`src/core/cms_regs.svh`:
```
`ifndef CMS_REGS_SVH
`define CMS_REGS_SVH

// ============================================================
// Timing counts
`define CMS_CLK_MHZ        100
`define CMS_ENTRY_CYC      3'd4
`define CMS_WAKE_CYC       3'd4
`define CMS_IRQ_RETURN_INSTR_CYC       3'd4
`define CMS_EE_RD_STALL    3'd4
`define CMS_EE_WR_STALL    3'd2
`define CMS_EE_WR_TIME_US  3400
`define CMS_EE_WR_CYC      (`CMS_EE_WR_TIME_US * `CMS_CLK_MHZ)

// ============================================================
// Data space layout
`define CMS_IO_BASE        16'h0020
`define CMS_EXT_BASE       16'h0060
`define CMS_SRAM_BASE      16'h0100
`define CMS_DISP_MAX       6'h3f
`define CMS_VEC_STEP       2

`endif

```
`src/core/cms_pkg.sv`:
```
package cms_pkg;

    typedef enum logic [3:0] {
        CMS_RUN = 4'b0001,
        CMS_WAKE = 4'b0010,
        CMS_ENT = 4'b0100,
        CMS_RET = 4'b1000
    } cms_state_e;

    typedef enum logic [2:0] {
        CMS_REG_FILE = 3'h0,
        CMS_STD_IO = 3'h1,
        CMS_EXT_IO = 3'h2,
        CMS_SRAM = 3'h3,
        CMS_UNMAPPED = 3'h4
    } cms_region_e;

    typedef enum logic [2:0] {
        CMS_M_DIRECT = 3'h0,
        CMS_M_DISP = 3'h1,
        CMS_M_IND = 3'h2,
        CMS_M_PREDEC = 3'h3,
        CMS_M_POSTINC = 3'h4,
        CMS_M_IO_SHORT = 3'h5
    } cms_mode_e;

    typedef enum logic [1:0] {
        CMS_PTR_X = 2'h0,
        CMS_PTR_Y = 2'h1,
        CMS_PTR_Z = 2'h2
    } cms_ptr_e;

    typedef struct packed {
        logic boundary;
        logic is_sei;
        logic is_cli;
        logic is_irq_return_instr;
        logic sleeping;
        logic ee_rd;
        logic ee_wr;
        logic sram_acc;
    } cms_instr_s;

    typedef struct packed {
        cms_mode_e   mode;
        cms_ptr_e    sel;
        logic [15:0] ptr;
        logic [5:0]  disp;
        logic [15:0] addr;
    } cms_acc_s;

    typedef struct packed {
        logic       push;
        logic       pop;
        logic [7:0] data;
    } cms_stack_s;

endpackage

```
`src/core/cms_addr_dec.sv`:
```
`timescale 1ns/10ps
`include "cms_regs.svh"

module cms_addr_dec import cms_pkg::*; #(
    parameter int SRAM_BYTES = 512
) (
    input  cms_acc_s    acc,
    output logic [15:0] eff_addr,
    output cms_region_e region,
    output logic [15:0] ptr_new,
    output logic        ptr_wr
);

    // ============================================================
    // Address forming
    wire [15:0] disp_ext = {10'h000, acc.disp};
    wire        disp_ok  = (acc.sel != CMS_PTR_X);
    wire [15:0] ptr_dec  = acc.ptr - 16'h0001;
    wire [15:0] ptr_inc  = acc.ptr + 16'h0001;
    wire [15:0] io_addr  = {10'h000, acc.addr[5:0]} + `CMS_IO_BASE;
    wire [15:0] sram_end = 16'(`CMS_SRAM_BASE + SRAM_BYTES);

    always_comb begin
        unique case (acc.mode)
            CMS_M_DIRECT:   eff_addr = acc.addr;
            CMS_M_DISP:     eff_addr = acc.ptr + (disp_ok ? disp_ext : 16'h0000);
            CMS_M_PREDEC:   eff_addr = ptr_dec;
            CMS_M_IO_SHORT: eff_addr = io_addr;
            default:        eff_addr = acc.ptr;
        endcase
    end

    assign ptr_wr  = (acc.mode == CMS_M_PREDEC) || (acc.mode == CMS_M_POSTINC);
    assign ptr_new = (acc.mode == CMS_M_PREDEC) ? ptr_dec : ptr_inc;

    // ============================================================
    // Region decode
    assign region = (eff_addr < `CMS_IO_BASE)   ? CMS_REG_FILE :
                    (eff_addr < `CMS_EXT_BASE)  ? CMS_STD_IO   :
                    (eff_addr < `CMS_SRAM_BASE) ? CMS_EXT_IO   :
                    (eff_addr < sram_end)       ? CMS_SRAM     : CMS_UNMAPPED;

endmodule

```
`src/core/cms_seq.sv`:
```
`timescale 1ns/10ps
`include "cms_regs.svh"

// Overview of operation
// - After sei, one more instruction runs first
// - Interrupt entry lasts four cycles, then vector
// - Entry pushes program counter onto stack
// - Multi-cycle instruction finishes before entry starts
// - Wake from sleep adds four entry cycles
// - Return takes four cycles, pops PC, sets gie
// - Program counter 11/12/13 bits per variant
// - Decode register file, I/O, extended, SRAM
// - Extended I/O unreachable by short I/O
// - Displacement up to 63 from Y or Z
// - X/Y/Z pointers pre-decrement and post-increment
// - Direct addressing reaches whole data space
// - SRAM access completes in two cycles
// - EEPROM read stalls core four cycles
// - EEPROM write stalls core two cycles
// - EEPROM byte space, self-timed write busy
// - EEPROM write survives rst_n reset until done; power-on reset (por_n) clears it
// - Larger variants split boot and application
// - Entry clears global interrupt enable
// - After return, one main instruction first
// - Cli blocks interrupts at once, same cycle
// - Lowest vector number wins among pending
module cms_seq import cms_pkg::*; #(
    parameter int VARIANT   = 0,
    parameter int N_IRQ     = 25,
    parameter int BOOT_WORD = 1024,
    parameter int EE_WR_CYC = `CMS_EE_WR_CYC,
    localparam int PC_W     = 11 + VARIANT,
    localparam int EE_AW    = (VARIANT == 0) ? 8 : 9,
    localparam int SRAM_B   = (VARIANT == 0) ? 512 : 1024
) (
    input  wire logic              clk,
    input  wire logic              rst_n,
    input  wire logic              por_n,
    input  wire cms_instr_s        instr,
    input  wire logic [N_IRQ-1:0]  irq_req,
    input  wire logic [PC_W-1:0]   pc_now,
    input  wire logic [7:0]        pop_data,
    input  wire cms_acc_s          acc,
    input  wire logic [9:0]        ee_addr_in,
    output cms_stack_s             stk,
    output logic                   gie,
    output logic                   fetch_hold,
    output logic                   irq_ack,
    output logic [4:0]             irq_id,
    output logic                   pc_load,
    output logic [PC_W-1:0]        pc_value,
    output logic                   sram_done,
    output logic                   ee_busy,
    output logic [EE_AW-1:0]       ee_addr,
    output logic                   in_boot,
    output logic [15:0]            eff_addr,
    output cms_region_e            region,
    output logic [15:0]            ptr_new,
    output logic                   ptr_wr
);

    if (VARIANT < 0 || VARIANT > 2 || N_IRQ < 1 || N_IRQ > 31 || EE_WR_CYC < 1) begin : g_bad
        $error("cms_seq: unsupported parameter value");
    end

    // ============================================================
    // Reset synchronisers
    logic rst_s1, rst_s2, por_s1, por_s2;

    always_ff @(posedge clk or negedge rst_n) begin
        if (!rst_n) begin
            rst_s1 <= 1'b0;
            rst_s2 <= 1'b0;
        end else begin
            rst_s1 <= 1'b1;
            rst_s2 <= rst_s1;
        end
    end

    always_ff @(posedge clk or negedge por_n) begin
        if (!por_n) begin
            por_s1 <= 1'b0;
            por_s2 <= 1'b0;
        end else begin
            por_s1 <= 1'b1;
            por_s2 <= por_s1;
        end
    end

    // ============================================================
    // Interrupt selection
    function automatic logic [4:0] first_set(input logic [N_IRQ-1:0] v);
        first_set = 5'h00;
        for (int i = N_IRQ - 1; i >= 0; i--) begin
            if (v[i]) begin
                first_set = 5'(i);
            end
        end
    endfunction

    cms_state_e        state;
    logic [2:0]        cnt;
    logic [2:0]        stall_cnt;
    logic              block;
    logic [15:0]       ret_pc;
    logic [31:0]       ee_wr_cnt;

    wire any_irq  = |irq_req;
    wire stalled  = (stall_cnt != 3'h0);
    wire ee_wr_ok = instr.ee_wr && !ee_busy;
    // Cli in the same cycle blocks the take; multi-cycle ops only expose boundary at the end
    wire take     = (state == CMS_RUN) && gie && any_irq && !instr.is_cli &&
                    instr.boundary && !block && !stalled && !instr.sleeping;
    wire wake     = (state == CMS_RUN) && gie && any_irq && instr.sleeping;
    wire ret_go   = (state == CMS_RUN) && instr.is_irq_return_instr && instr.boundary && !take;
    wire [4:0] sel_id = first_set(irq_req);
    wire [PC_W-1:0] vec_lat = PC_W'((32'(irq_id) + 32'd1) * `CMS_VEC_STEP);

    // ============================================================
    // Sequencer state machine
    always_ff @(posedge clk or negedge rst_s2) begin
        if (!rst_s2) begin
            state <= CMS_RUN;
            cnt   <= 3'h0;
        end else begin
            unique case (state)
                CMS_RUN: begin
                    if (take) begin
                        state <= CMS_ENT;
                        cnt   <= `CMS_ENTRY_CYC - 3'd1;
                    end else if (wake) begin
                        state <= CMS_WAKE;
                        cnt   <= `CMS_WAKE_CYC - 3'd1;
                    end else if (ret_go) begin
                        state <= CMS_RET;
                        cnt   <= `CMS_IRQ_RETURN_INSTR_CYC - 3'd1;
                    end
                end
                CMS_WAKE: begin
                    cnt <= (cnt == 3'h0) ? `CMS_ENTRY_CYC - 3'd1 : cnt - 3'd1;
                    if (cnt == 3'h0) begin
                        state <= CMS_ENT;
                    end
                end
                default: begin
                    cnt <= cnt - 3'd1;
                    if (cnt == 3'h0) begin
                        state <= CMS_RUN;
                    end
                end
            endcase
        end
    end

    // ============================================================
    // Global enable, one-instruction block, stack traffic
    always_ff @(posedge clk or negedge rst_s2) begin
        if (!rst_s2) begin
            gie      <= 1'b0;
            block    <= 1'b0;
            irq_ack  <= 1'b0;
            irq_id   <= 5'h00;
            stk      <= '0;
            ret_pc   <= 16'h0000;
            pc_load  <= 1'b0;
            pc_value <= '0;
        end else begin
            irq_ack <= take || wake;
            stk     <= '0;
            pc_load <= 1'b0;
            if (take || wake) begin
                gie    <= 1'b0;
                irq_id <= sel_id;
            end else if (instr.is_cli && instr.boundary) begin
                gie <= 1'b0;
            end else if (instr.is_sei && instr.boundary && state == CMS_RUN) begin
                gie   <= 1'b1;
                block <= 1'b1;
            end else if (instr.boundary) begin
                block <= 1'b0;
            end
            if (state == CMS_ENT && cnt == 3'd3) begin
                stk <= '{push: 1'b1, pop: 1'b0, data: 8'(pc_now)};
            end
            if (state == CMS_ENT && cnt == 3'd2) begin
                stk <= '{push: 1'b1, pop: 1'b0, data: 8'(16'(pc_now) >> 8)};
            end
            if (state == CMS_ENT && cnt == 3'h0) begin
                pc_load  <= 1'b1;
                pc_value <= vec_lat;
            end
            if (state == CMS_RET && (cnt == 3'd3 || cnt == 3'd2)) begin
                stk <= '{push: 1'b0, pop: 1'b1, data: 8'h00};
            end
            if (stk.pop && cnt == 3'd2) begin
                ret_pc[15:8] <= pop_data;
            end
            if (stk.pop && cnt == 3'd1) begin
                ret_pc[7:0] <= pop_data;
            end
            if (state == CMS_RET && cnt == 3'h0) begin
                gie      <= 1'b1;
                block    <= 1'b1;
                pc_load  <= 1'b1;
                pc_value <= ret_pc[PC_W-1:0];
            end
        end
    end

    // ============================================================
    // Stall counter, SRAM timing, boot section
    always_ff @(posedge clk or negedge rst_s2) begin
        if (!rst_s2) begin
            stall_cnt  <= 3'h0;
            fetch_hold <= 1'b0;
            sram_done  <= 1'b0;
            in_boot    <= 1'b0;
            ee_addr    <= '0;
        end else begin
            if (instr.ee_rd) begin
                stall_cnt <= `CMS_EE_RD_STALL;
            end else if (ee_wr_ok) begin
                stall_cnt <= `CMS_EE_WR_STALL;
            end else if (stalled) begin
                stall_cnt <= stall_cnt - 3'd1;
            end
            fetch_hold <= instr.ee_rd || ee_wr_ok || (stall_cnt > 3'd1) ||
                          take || wake || ret_go || (state != CMS_RUN && cnt != 3'h0);
            sram_done  <= instr.sram_acc;
            in_boot    <= (VARIANT > 0) && (32'(pc_now) >= BOOT_WORD);
            ee_addr    <= ee_addr_in[EE_AW-1:0];
        end
    end

    // ============================================================
    // Self-timed EEPROM write, held only by power-on reset
    always_ff @(posedge clk or negedge por_s2) begin
        if (!por_s2) begin
            ee_wr_cnt <= 32'h0000_0000;
            ee_busy   <= 1'b0;
        end else begin
            if (ee_wr_ok) begin
                ee_wr_cnt <= 32'(EE_WR_CYC);
                ee_busy   <= 1'b1;
            end else if (ee_wr_cnt != 32'h0000_0000) begin
                ee_wr_cnt <= ee_wr_cnt - 32'h0000_0001;
                ee_busy   <= (ee_wr_cnt != 32'h0000_0001);
            end
        end
    end

    // ============================================================
    // Data address decode
    logic [15:0] dec_addr, dec_ptr;
    cms_region_e dec_region;
    logic        dec_ptr_wr;

    cms_addr_dec #(
        .SRAM_BYTES(SRAM_B)
    ) u_dec (
        .acc     (acc),
        .eff_addr(dec_addr),
        .region  (dec_region),
        .ptr_new (dec_ptr),
        .ptr_wr  (dec_ptr_wr)
    );

    always_ff @(posedge clk or negedge rst_s2) begin
        if (!rst_s2) begin
            eff_addr <= 16'h0000;
            region   <= CMS_REG_FILE;
            ptr_new  <= 16'h0000;
            ptr_wr   <= 1'b0;
        end else begin
            eff_addr <= dec_addr;
            region   <= dec_region;
            ptr_new  <= dec_ptr;
            ptr_wr   <= dec_ptr_wr;
        end
    end

    // ============================================================
    // Checks
    property p_entry_len;
        @(posedge clk) disable iff (!rst_s2)
        take |=> (state == CMS_ENT) [*4] ##1 (state == CMS_RUN && pc_load);
    endproperty
    a_entry_len: assert property (p_entry_len) else $error("entry not four cycles");

    property p_gie_clr;
        @(posedge clk) disable iff (!rst_s2)
        take |=> !gie;
    endproperty
    a_gie_clr: assert property (p_gie_clr) else $error("gie kept on entry");

    property p_cli_now;
        @(posedge clk) disable iff (!rst_s2)
        (instr.is_cli && instr.boundary) |=> !irq_ack && !gie;
    endproperty
    a_cli_now: assert property (p_cli_now) else $error("irq taken with cli");

    property p_wake_len;
        @(posedge clk) disable iff (!rst_s2)
        wake |=> (state == CMS_WAKE) [*4] ##1 (state == CMS_ENT) [*4];
    endproperty
    a_wake_len: assert property (p_wake_len) else $error("wake not four extra");

    property p_irq_return_instr;
        @(posedge clk) disable iff (!rst_s2)
        ret_go |=> ##1 stk.pop ##1 stk.pop ##2 (gie && pc_load);
    endproperty
    a_irq_return_instr: assert property (p_irq_return_instr) else $error("return sequence wrong");

    property p_push;
        @(posedge clk) disable iff (!rst_s2)
        take |=> ##1 (stk.push [*2]);
    endproperty
    a_push: assert property (p_push) else $error("pc not pushed");

    property p_ee_rd;
        @(posedge clk) disable iff (!rst_s2)
        instr.ee_rd |=> (stall_cnt != 3'h0) [*4] ##1 (stall_cnt == 3'h0);
    endproperty
    a_ee_rd: assert property (p_ee_rd) else $error("read stall not four");

    property p_ee_wr;
        @(posedge clk) disable iff (!rst_s2)
        (ee_wr_ok && !instr.ee_rd) |=> (stall_cnt != 3'h0) [*2] ##1 (stall_cnt == 3'h0);
    endproperty
    a_ee_wr: assert property (p_ee_wr) else $error("write stall not two");

    property p_sram;
        @(posedge clk) disable iff (!rst_s2)
        instr.sram_acc |=> sram_done;
    endproperty
    a_sram: assert property (p_sram) else $error("sram not two cycles");

    property p_block;
        @(posedge clk) disable iff (!rst_s2)
        (state == CMS_RET && cnt == 3'h0) |=> !take;
    endproperty
    a_block: assert property (p_block) else $error("irq before main instr");

endmodule

```
`config.mk`:
```
export PLATFORM = sky130hd
export DESIGN_NAME = cms_seq
export DESIGN_NICKNAME = d
export VERILOG_FILES = /design/src/core/cms_pkg.sv /design/src/core/cms_addr_dec.sv /design/src/core/cms_seq.sv
export VERILOG_INCLUDE_DIRS = /design/src /design/src/core
export SDC_FILE = /design/constraint.sdc
export NUM_CORES = 1
export LEC_CHECK = 0
export BUFFER_PORTS_ARGS = -buffer_cell sky130_fd_sc_hd__buf_2
export CORE_MARGIN = 2
export CORE_UTILIZATION = 54
export CTS_CLUSTER_DIAMETER = 80
export DETAILED_ROUTE_END_ITERATION = 8
export GPL_TIMING_DRIVEN = 0
export PLACE_DENSITY = 0.85
export SETUP_SLACK_MARGIN = 0.02
export SLEW_MARGIN = 25
export SYNTH_ARGS = -nofsm -noshare
export SYNTH_HDL_FRONTEND = slang
export SYNTH_HIERARCHICAL = 1
export SYNTH_SLANG_ARGS = --single-unit
```
`constraint.sdc`:
```
create_clock -name clk -period 4.1 [get_ports clk]
set_input_delay 0.82 -clock clk [delete_from_list [all_inputs] [get_ports clk]]
set_output_delay 0.82 -clock clk [all_outputs]
set_load 0.05 [all_outputs]
```
==> reports/results.tsv, run 1 <==
stage	metric	value	unit
place	pre-CTS setup slack	-80.1	ps
outcome	status	finished clean	
yosys	number of synthesized register bits	134	
detailed_routing	vias post-DR	7535	
setup_path	Critical Path, Cell by Cell	buf_2, nor2_1, nor2b_1, ha_1, fa_1, a21o_1, a221oi_2, nor4_1, nor3_1, o31ai_1, a211oi_1, nor3_1	
clock_network	clock sink total	134	
yosys	Synth top cells by count	dfrtp_1 (133), nor2_1 (79), a21oi_1 (54), nand2_1 (48), o21ai_0 (34)	
yosys	post-synth top area share	43.4	%
layout	utilization after layout	67.8	%
sta	RSZ-0062 raised after global routing	no	
die	Core Region	13900	um2
setup_path	most used cell, CP	nor3_1	
detailed_routing	DRT Wirelength	22300	um
clock_network	CTS Root Cell	clkbuf_16	
yosys	top_reg_cell synth	dfrtp_1	
sta	fin. max-slew vios	0	
setup_path	Worst Path Class, Setup	input port to register	
sta	Fin Hold WS	171	ps
setup_path	critical path fanouts, max	6	
sta	Final Skew	10.0	ps
hold_path	Hold WC Path Type	input port to asynchronous set/reset pin	
setup_path	Arrival @ worst endpoint	3960	ps
detailed_routing	Pre-Repair DR Iteration Count	6	
sta	slew margin rel.	29.9	%
setup_path	Required @ worst endpoint	4390	ps
setup_path	Worst path max stage delay	510	ps
global_route	initial antenna violation count	1	
detailed_routing	post-DR vias/cell	6.22	
global_route	GRT Total Usage	29.4	%
detailed_routing	Post-DRT Antenna Nets	0	
power	worst vdd ir	330	uV
layout	Synth-to-Final Area Change	22.8	%
yosys	Syn Std Cell Area	7660	um2
yosys	Mean Syn Cell Area	9.32	um2
yosys	library cell with the largest summed area after synthesis	dfrtp_1	
sta	Final Setup Violations	0	
die	Die W	123	um
power	Leak	4.21	nW
clock_network	worst skew pair latency	430	ps
yosys	most common cell in the synthesized netlist	dfrtp_1	
die	# rows	43	
layout	Final #Nets	1144	
clock_network	Post-CTS Hold Buffers	0	
yosys	number of synthesized flops with an enable pin	0	
clock_network	CTS H-tree lvls	4	
detailed_routing	wire per inst	18.4	um
sta	Slew @ Worst Pin	1050	ps
yosys	Yosys warnings	6	
die	die height	123	um
sta	fin crit period	3670	ps
yosys	sequential area share after synthesis	43.8	%
clock_network	clock-pin slew on the worst setup and hold paths	60	ps
place	DP HPWL	16300	um
global_route	first-pass GRT wire length	34300	um
global_route	pin count of the biggest net entering global routing	54	
sta	setup ws final	431	ps
yosys	ys async rst share	100	%
layout	share of cells above drive strength 1	24.9	%
global_route	via count of the first global-routing pass	6812	
place	Port Buffers	173	
setup_path	Worst Setup End Kind	register	
setup_path	CP max-delay cell	a221oi_2	
global_route	total grt overflow	0	
flow_run	max cap viols	0	
die	die area	15200	um2
sta	Fmax	0.273	GHz
setup_path	Setup crit start kind	input port	
power	Final Power	4.93	mW
place	RD Place Congestion	0.964	
setup_path	reg-to-reg slack, setup	1370	ps
yosys	Unique masters post-synth	80	
clock_network	CTS Buf Count	17	
clock_network	TritonCTS clock tree	done	
yosys	synthesized instance count	822	
detailed_routing	DRC Markers	0	
yosys	top post-synthesis cells by area	dfrtp_1 (43%), nor2_1 (3.9%), a21oi_1 (3.5%)	
clock_network	clk buf depth	2	
power	PD cells	524	nW/um2
sta	fin crit share	89.5	%
sta	Fin. Hold Viols	0	
setup_path	worst reg-to-reg path cell count	8	
die	Initial Utilization	55.2	%
detailed_routing	detailed router's first-iteration violation count	590	
die	number of I/O pins	185	
[repair_timing]
item | CTS | global route
setup endpoints to repair | 0 | 1
setup buffers | 0 | 0
gates resized for setup | 0 | 1
[worst max-delay path: cells and delay by family]
kind,cells,cell delay [ps]
compound gates,4,1330
simple gates,5,1050
fa+ha+maj,2,660
buf+inv,1,100
[cell type report]
| class | count | area, um2 |
|---|---|---|
| fill | 1098 | 4470 |
| clock buffer | 18 | 439 |
| sequential | 134 | 3360 |
| buffer | 42 | 191 |
| multi-input combinational | 618 | 4030 |
| clock inverter | 14 | 163 |
| timing repair buffer | 174 | 893 |
| antenna | 2 | 5.00 |
| tap | 180 | 225 |
| inverter | 29 | 109 |
[state kept, by name (all words and copies together) (netlist names), 4 cells and up]
signal and cells:
ee_addr 8, ee_wr_cnt 32, eff_addr 16, irq_id 5, pc_value 11, ptr_new 16, ret_pc 11, state 4
stk 10
[layer usage]
metal / GRT usage [%] / vias up / part of all wire [%]
met5: 0 / - / 0
met4: 15.2 / 0 / 4.4
met3: 5.86 / 87 / 9.6
met2: 48.8 / 442 / 48
met1: 36.5 / 3554 / 38
li1: - / 3452 / -
[worst paths after layout]
path | startpoint | end
worst max-delay path | acc[39] | region[1]
worst min-delay path | por_n | por_s1
worst max register to register | ee_wr_cnt[0] | ee_wr_cnt[26]
worst min register to register | por_s2 | ee_busy
max in group asynchronous | rst_s2 | state[0]
min in group clk | por_s1 | por_s2
[cell usage in the layout, fill, tap and decap left out, types with 7 or more instances in the layout]
cell,n
buf_2,179
mux2i_1,12
and3_1,9
nand2b_1,15
a31oi_1,13
mux2_2,11
nor2b_1,17
or4_1,20
inv_6,7
or2_2,7
xor2_1,15
xnor2_1,14
or3_1,21
and2_1,11
a21oi_1,54
nand3_1,26
nand2_1,48
a22o_1,7
clkbuf_16,17
ha_1,19
nor4_1,16
a211oi_1,9
o21ai_0,34
nor2_1,79
inv_1,28
dfrtp_1,131
nor3_1,25
clkbuf_1,30
o21bai_1,7
o31ai_1,15
nand4_1,10
[power breakdown]
part	leakage [nW]	total (mW)	internal, mW	switching (mW)
clock	0.283	1.57	0.928	0.641
combinational	2.32	1.52	0.508	1.01
sequential	1.61	1.85	1.59	0.255
[kinds of logic after synthesis]
logic type               count (synthesis)  synth area share (%)
AO/OA/AOI/OAI                          213                  18.8
XOR/XNOR                                29                  3.31
adder cells (fa/ha/maj)                 20                  3.36
buffers and inverters                   71                  3.92
flip-flops                             134                  43.8
multiplexers                            24                  3.33
other                                    2                0.0980
AND/OR/NAND/NOR                        329                  23.5
[metrics by stage]
stage               cell area (um2)  instances  TNS, ps
floorplan                      7670        823        0
global placement               8760       1176     -127
detailed placement             8800       1177     -124
CTS                            9400       1209        0
global route                   9410       1210        0
finish                         9420       1211        0
Note: power is estimated with default switching activity, not from simulation.
==> run 2: changes to the inputs <==
- CELL_PAD_IN_SITES_DETAIL_PLACEMENT: not set -> 1
- CELL_PAD_IN_SITES_GLOBAL_PLACEMENT: not set -> 2
- CORE_UTILIZATION: 54 -> 34
- CTS_BUF_LIST: not set -> sky130_fd_sc_hd__clkbuf_4 sky130_fd_sc_hd__clkbuf_8
- PLACE_DENSITY: 0.85 -> 0.88
==> run 2 against run 1 <==
Against the previous run:
- the run now ends with DRC left
- sequential share of layout area increased by 0.22 points
- critical path depth is the same
- wire length up 6.9%
- total power decreased by 10%
- maximum frequency shrank 1.6%
- cell area down 0.62%
- clock power decreased by 30%
- non-clock buffer count rose by 1
==> reports/results.tsv, run 2 (same netlist as run 1, synthesis figures left out) <==
stage	metric	value	unit	change
setup_path	worst reg-to-reg path cell count	8		unchanged
setup_path	kind of cell adding the most delay to the critical path	simple AND/OR/NAND/NOR gates		
layout	most common cell after layout, fill and taps aside	buf_2		
clock_network	CTS Buf Count	17		unchanged
clock_network	worst skew pair latency	450	ps	+20 ps
place	placed inst area	8950	um2	+1.7%
die	Core Region	22000	um2	+58%
die	Initial Utilization	34.9	%	-20 points
outcome	status	finished with violations		
place	DP HPWL	18700	um	+14%
layout	Final #Nets	1145		+0.087%
setup_path	critical path fanouts, max	6		unchanged
sta	Final Skew	14.3	ps	+4.33 ps
detailed_routing	Pre-Repair DR Iteration Count	6		unchanged
setup_path	Worst Setup End Kind	register		
power	Leak	4.14	nW	-1.8%
detailed_routing	DRC Markers	2		+2
clock_network	TritonCTS clock tree	done		
sta	Final Setup Violations	0		unchanged
setup_path	reg-to-reg slack, setup	1320	ps	-50 ps
setup_path	RR Endpoint	ee_wr_cnt[26]		
global_route	GRT Total Usage	20.5	%	-9.0 points
setup_path	CP max-delay cell	a221oi_1		
outcome	failing checks	DRC		
sta	Fmax	0.268	GHz	-1.6%
detailed_routing	post-DR vias/cell	5.46		-12%
setup_path	Setup crit start kind	input port		
die	die area	23800	um2	+57%
global_route	pin count of the biggest net entering global routing	53		-1.9%
setup_path	Required @ worst endpoint	4440	ps	+50 ps
die	# rows	54		+26%
detailed_routing	wire per inst	18.2	um	-1.3%
layout	utilization after layout	42.6	%	-25 points
hold_path	Hold WC Path Type	input port to asynchronous set/reset pin		
power	Final Power	4.41	mW	-10%
sta	slew margin rel.	43.6	%	+14 points
sta	Slew @ Worst Pin	834	ps	-218 ps
setup_path	Arrival @ worst endpoint	4070	ps	+110 ps
die	Die W	154	um	+25%
clock_network	Post-CTS Setup Inserts	0		unchanged
layout	max reg flops	32		unchanged
global_route	first-pass GRT wire length	39000	um	+14%
clock_network	CTS Root Cell	clkbuf_8		
clock_network	clock-pin slew on the worst setup and hold paths	80	ps	+20 ps
layout	most frequent cells in the layout	buf_2 (179), dfrtp_1 (131), nor2_1 (79), a21oi_1 (53), nand2_1 (48)		
setup_path	Worst Path Class, Setup	input port to register		
power	worst vdd ir	225	uV	-32%
die	die height	154	um	+25%
setup_path	Worst path max stage delay	740	ps	+230 ps
sta	fin crit share	91.0	%	+1.5 points
layout	Most flops, register	ee_wr_cnt		
clock_network	CTS H-tree lvls	4		unchanged
clock_network	clk buf depth	2		unchanged
layout	Regs by FF count	ee_wr_cnt x32, eff_addr x16, ptr_new x16		
setup_path	reg2reg start	ee_wr_cnt[0]		
layout	design area	9360	um2	-0.62%
global_route	total grt overflow	0		unchanged
place	pre-CTS setup slack	-94.8	ps	-14.7 ps
global_route	via count of the first global-routing pass	7369		+8.2%
detailed_routing	Post-DRT Antenna Nets	0		unchanged
setup_path	Critical Path, Cell by Cell	buf_2, nor2_1, nor2b_1, ha_1, fa_1, a21o_1, a221oi_1, nor4_1, nor3_1, or4_1, nand4_1, or2_1		
place	Port Buffers	173		unchanged
power	PD cells	472	nW/um2	-9.9%
clock_network	post_cts resized	0		unchanged
layout	share of cells above drive strength 1	25.0	%	+0.073 points
global_route	initial antenna violation count	1		unchanged
detailed_routing	DRT Wirelength	23800	um	+6.9%
detailed_routing	detailed router's first-iteration violation count	360		-39%
sta	RSZ-0062 raised after global routing	no		
sta	setup ws final	371	ps	-59.9 ps
clock_network	clock sink total	134		unchanged
clock_network	Post-CTS Hold Buffers	0		unchanged
layout	Synth-to-Final Area Change	22.1	%	
die	number of I/O pins	185		unchanged
sta	fin. max-slew vios	0		unchanged
detailed_routing	vias post-DR	7161		-5.0%
setup_path	Worst Path Buf+Inv	1		unchanged
sta	Fin. Hold Viols	0		unchanged
flow_run	max cap viols	0		unchanged
place	RD Place Congestion	0.872		-9.5%
sta	fin crit period	3730	ps	+59.9 ps
## run 2: through the flow
step | setup TNS, ps | hold slack (ps) | instances
floorplan | 0 | 331 | 823
global placement | -269 | 339 | 1276
detailed placement | -192 | 223 | 1278
CTS | 0 | 111 | 1310
global route | 0 | 109 | 1311
finish | 0 | 134 | 1312
## run 2: layout make-up
cell class / count / area [um2]
fillers: 2593 / 12600
multi-input cells: 618 / 4030
flip-flops and latches: 134 / 3360
repair buffers: 175 / 921
well taps: 280 / 350
clock buffers: 18 / 241
plain buffers: 42 / 191
clock inverters: 14 / 151
inverters: 29 / 109
diodes: 2 / 5.00
## run 2: power by group
group | switching, mW | leakage (nW) | internal [mW]
registers | 0.237 | 1.61 | 1.59
clock network | 0.546 | 0.197 | 0.552
logic | 0.981 | 2.33 | 0.509
## run 2: layer usage
| metal | global-route usage, % | vias up | routed length, um | share of wire, % |
|---|---|---|---|---|
| met5 | 0 | - | 0 | 0 |
| met4 | 7.12 | 0 | 623 | 2.6 |
| met3 | 3.61 | 40 | 902 | 3.8 |
| met2 | 34.8 | 177 | 11700 | 49 |
| met1 | 26.3 | 3518 | 10600 | 45 |
| li1 | - | 3426 | - | - |
## run 2: worst max-delay path by stage
stage	start	end	cells after the start
global route	acc[39]	region[2]	12
global placement	acc[39]	region[1]	12
finish	acc[39]	region[2]	12
detailed placement	acc[39]	region[1]	12
CTS	acc[39]	region[1]	12
floorplan	acc[39]	region[0]	11
## run 2: worst reg2reg max path, cell delays in order, from the launching register on
cell      delay [ps]
dfrtp_1          400
inv_1            110
ha_1             150
clkbuf_1         390
nand3_1          340
or4_1            530
clkbuf_1         190
or4_1            420
a21oi_1          160
==> run 3: changes to the inputs <==
- BUFFER_PORTS_ARGS: -buffer_cell sky130_fd_sc_hd__buf_2 -> -buffer_cell sky130_fd_sc_hd__clkbuf_2
==> run 3 against run 2 <==
Against the previous run:
- the flow still finishes with violations (DRC)
- utilization grew 0.068 points
- global-route usage hardly changed
- clock skew is essentially flat
- maximum frequency fell by 1.4%
- wire length grew 0.52%
- total power increased by 1.4%
- register-to-register slack worse by 30 ps
- critical path type unchanged
- highest routed layer unchanged
==> reports/results.tsv, run 3 (same netlist as run 1, synthesis figures left out) <==
stage	metric	value	unit	change
outcome	status	finished with violations		
outcome	failing checks	DRC		
die	Initial Utilization	34.9	%	unchanged
power	Int Pwr	2.71	mW	+2.3%
detailed_routing	vias post-DR	7179		+0.25%
layout	most frequent cells in the layout	clkbuf_2 (173), dfrtp_1 (131), nor2_1 (79), a21oi_1 (54), nand2_1 (48)		
detailed_routing	detailed router's first-iteration violation count	383		+6.4%
layout	design area	9370	um2	+0.16%
setup_path	Required @ worst endpoint	4400	ps	-40 ps
power	P_sw	1.77	mW	+0.22%
sta	Final Setup Violations	0		unchanged
clock_network	CTS Buf Count	17		unchanged
global_route	total grt overflow	0		unchanged
place	placed inst area	8950	um2	unchanged
global_route	initial antenna violation count	1		unchanged
power	Final Power	4.48	mW	+1.4%
clock_network	CTS H-tree lvls	4		unchanged
detailed_routing	DRT Wirelength	24000	um	+0.52%
sta	Final Skew	13.9	ps	-0.403 ps
setup_path	reg-to-reg slack, setup	1290	ps	-30 ps
place	pre-CTS setup slack	-91.5	ps	+3.35 ps
clock_network	CTS Root Cell	clkbuf_8		
setup_path	Setup crit start kind	input port		
die	number of I/O pins	185		unchanged
layout	max reg flops	32		unchanged
global_route	first-pass GRT wire length	39000	um	+0.12%
sta	RSZ-0062 raised after global routing	no		
clock_network	TritonCTS clock tree	done		
die	Core Region	22000	um2	unchanged
power	Seq pwr share	40.9	%	-0.5 points
setup_path	critical path fanouts, max	6		unchanged
clock_network	Post-CTS Hold Buffers	0		unchanged
detailed_routing	Post-DRT Antenna Nets	0		unchanged
clock_network	post_cts resized	0		unchanged
global_route	pin count of the biggest net entering global routing	53		unchanged
clock_network	clock-pin slew on the worst setup and hold paths	80	ps	about the same
layout	Finished Layout Cells	1311		-0.076%
power	Sw Share	39.5	%	-0.48 points
power	Comb power frac	33.3	%	-0.5 points
layout	Regs by FF count	ee_wr_cnt x32, eff_addr x16, ptr_new x16		
global_route	via count of the first global-routing pass	7372		+0.041%
detailed_routing	Pre-Repair DR Iteration Count	7		+1
clock_network	worst skew pair latency	440	ps	about the same
layout	share of cells above drive strength 1	24.8	%	-0.19 points
layout	most common cell after layout, fill and taps aside	clkbuf_2		
place	placed cell count	1278		unchanged
setup_path	Worst Setup End Kind	register		
clock_network	Post-CTS Setup Inserts	0		unchanged
power	clock share of power	25.8	%	+0.9 points
sta	Fin. Hold Viols	0		unchanged
power	worst vdd ir	185	uV	-18%
sta	fin crit period	3780	ps	+53.4 ps
layout	Synth-to-Final Area Change	22.3	%	
detailed_routing	wire per inst	18.3	um	+0.59%
power	PD cells	478	nW/um2	+1.3%
sta	Fmax	0.264	GHz	-1.4%
clock_network	clk buf depth	2		unchanged
sta	fin crit share	92.3	%	+1.3 points
flow_run	max cap viols	0		unchanged
detailed_routing	DRC Markers	1		-1
hold_path	Hold WC Path Type	input port to asynchronous set/reset pin		
die	Die W	154	um	unchanged
sta	fin. max-slew vios	0		unchanged
die	# rows	54		unchanged
place	RD Place Congestion	0.872		about the same
clock_network	clock sink total	134		unchanged
die	die area	23800	um2	unchanged
power	Leak	4.16	nW	+0.57%
sta	Slew @ Worst Pin	1020	ps	+186 ps
detailed_routing	post-DR vias/cell	5.48		+0.33%
layout	Most flops, register	ee_wr_cnt		
sta	slew margin rel.	31.5	%	-12 points
die	die height	154	um	unchanged
place	Port Buffers	173		unchanged
setup_path	Arrival @ worst endpoint	4080	ps	about the same
sta	setup ws final	318	ps	-53.4 ps
layout	Final #Nets	1145		unchanged
place	DP HPWL	19000	um	+1.8%
setup_path	Worst Path Class, Setup	input port to register		
global_route	GRT Total Usage	20.4	%	-0.022 points
layout	utilization after layout	42.7	%	+0.068 points
==> run 3: final cells by class <==
type	instances	area, um2
multi-input cells	618	4020
clock inverters	14	178
flip-flops and latches	134	3360
repair buffers	175	921
inverters	29	109
well taps	280	350
plain buffers	42	191
fillers	2628	12600
diodes	1	2.50
clock buffers	18	241
==> run 3: power groups by stage <==
stage / sequential [mW] / combinational, mW / clock (mW)
3_3_place_gp: 1.85 / 1.44 / 0
2_1_floorplan: 2.15 / 0.737 / 0
4_1_cts: 1.83 / 1.50 / 1.19
5_1_grt: 1.88 / 1.64 / 1.24
6_report: 1.83 / 1.49 / 1.15
3_5_place_dp: 1.86 / 1.50 / 0
==> run 3: critical path, cell delays in order <==
cell	delay (ps)
clkbuf_2	80
nor2_1	310
nor2b_1	90
ha_1	240
fa_1	410
a21o_1	250
a221oi_1	750
nor4_1	100
nor3_1	420
o31ai_1	150
a211oi_1	370
nor3_1	80
==> run 3: through the flow <==
step	setup TNS [ps]	hold WS [ps]
2_1_floorplan	0	331
3_3_place_gp	-110	337
3_5_place_dp	-175	194
4_1_cts	0	120
5_1_grt	0	113
6_report	0	150
==> run 3: path summary, 6_finish.rpt <==
check | from | end | cells past startpoint
max in group asynchronous | rst_s2 | state[0] | 1
setup reg to reg | ee_wr_cnt[0] | ee_wr_cnt[26] | 8
min in group clk | rst_s1 | rst_s2 | 0
setup / recovery | acc[39] | region[1] | 12
hold reg to reg | por_s2 | ee_wr_cnt[31] | 0
hold / removal | por_n | por_s2 | 1
==> run 3: layer usage <==
| metal | routed length (um) | vias up | GRT usage [%] | part of all wire, % |
|---|---|---|---|---|
| li1 | - | 3423 | - | - |
| met1 | 10500 | 3518 | 26.1 | 44 |
| met2 | 11800 | 198 | 34.7 | 49 |
| met3 | 1010 | 40 | 3.78 | 4.2 |
| met4 | 665 | 0 | 7.21 | 2.8 |
| met5 | 0 | - | 0 | 0 |
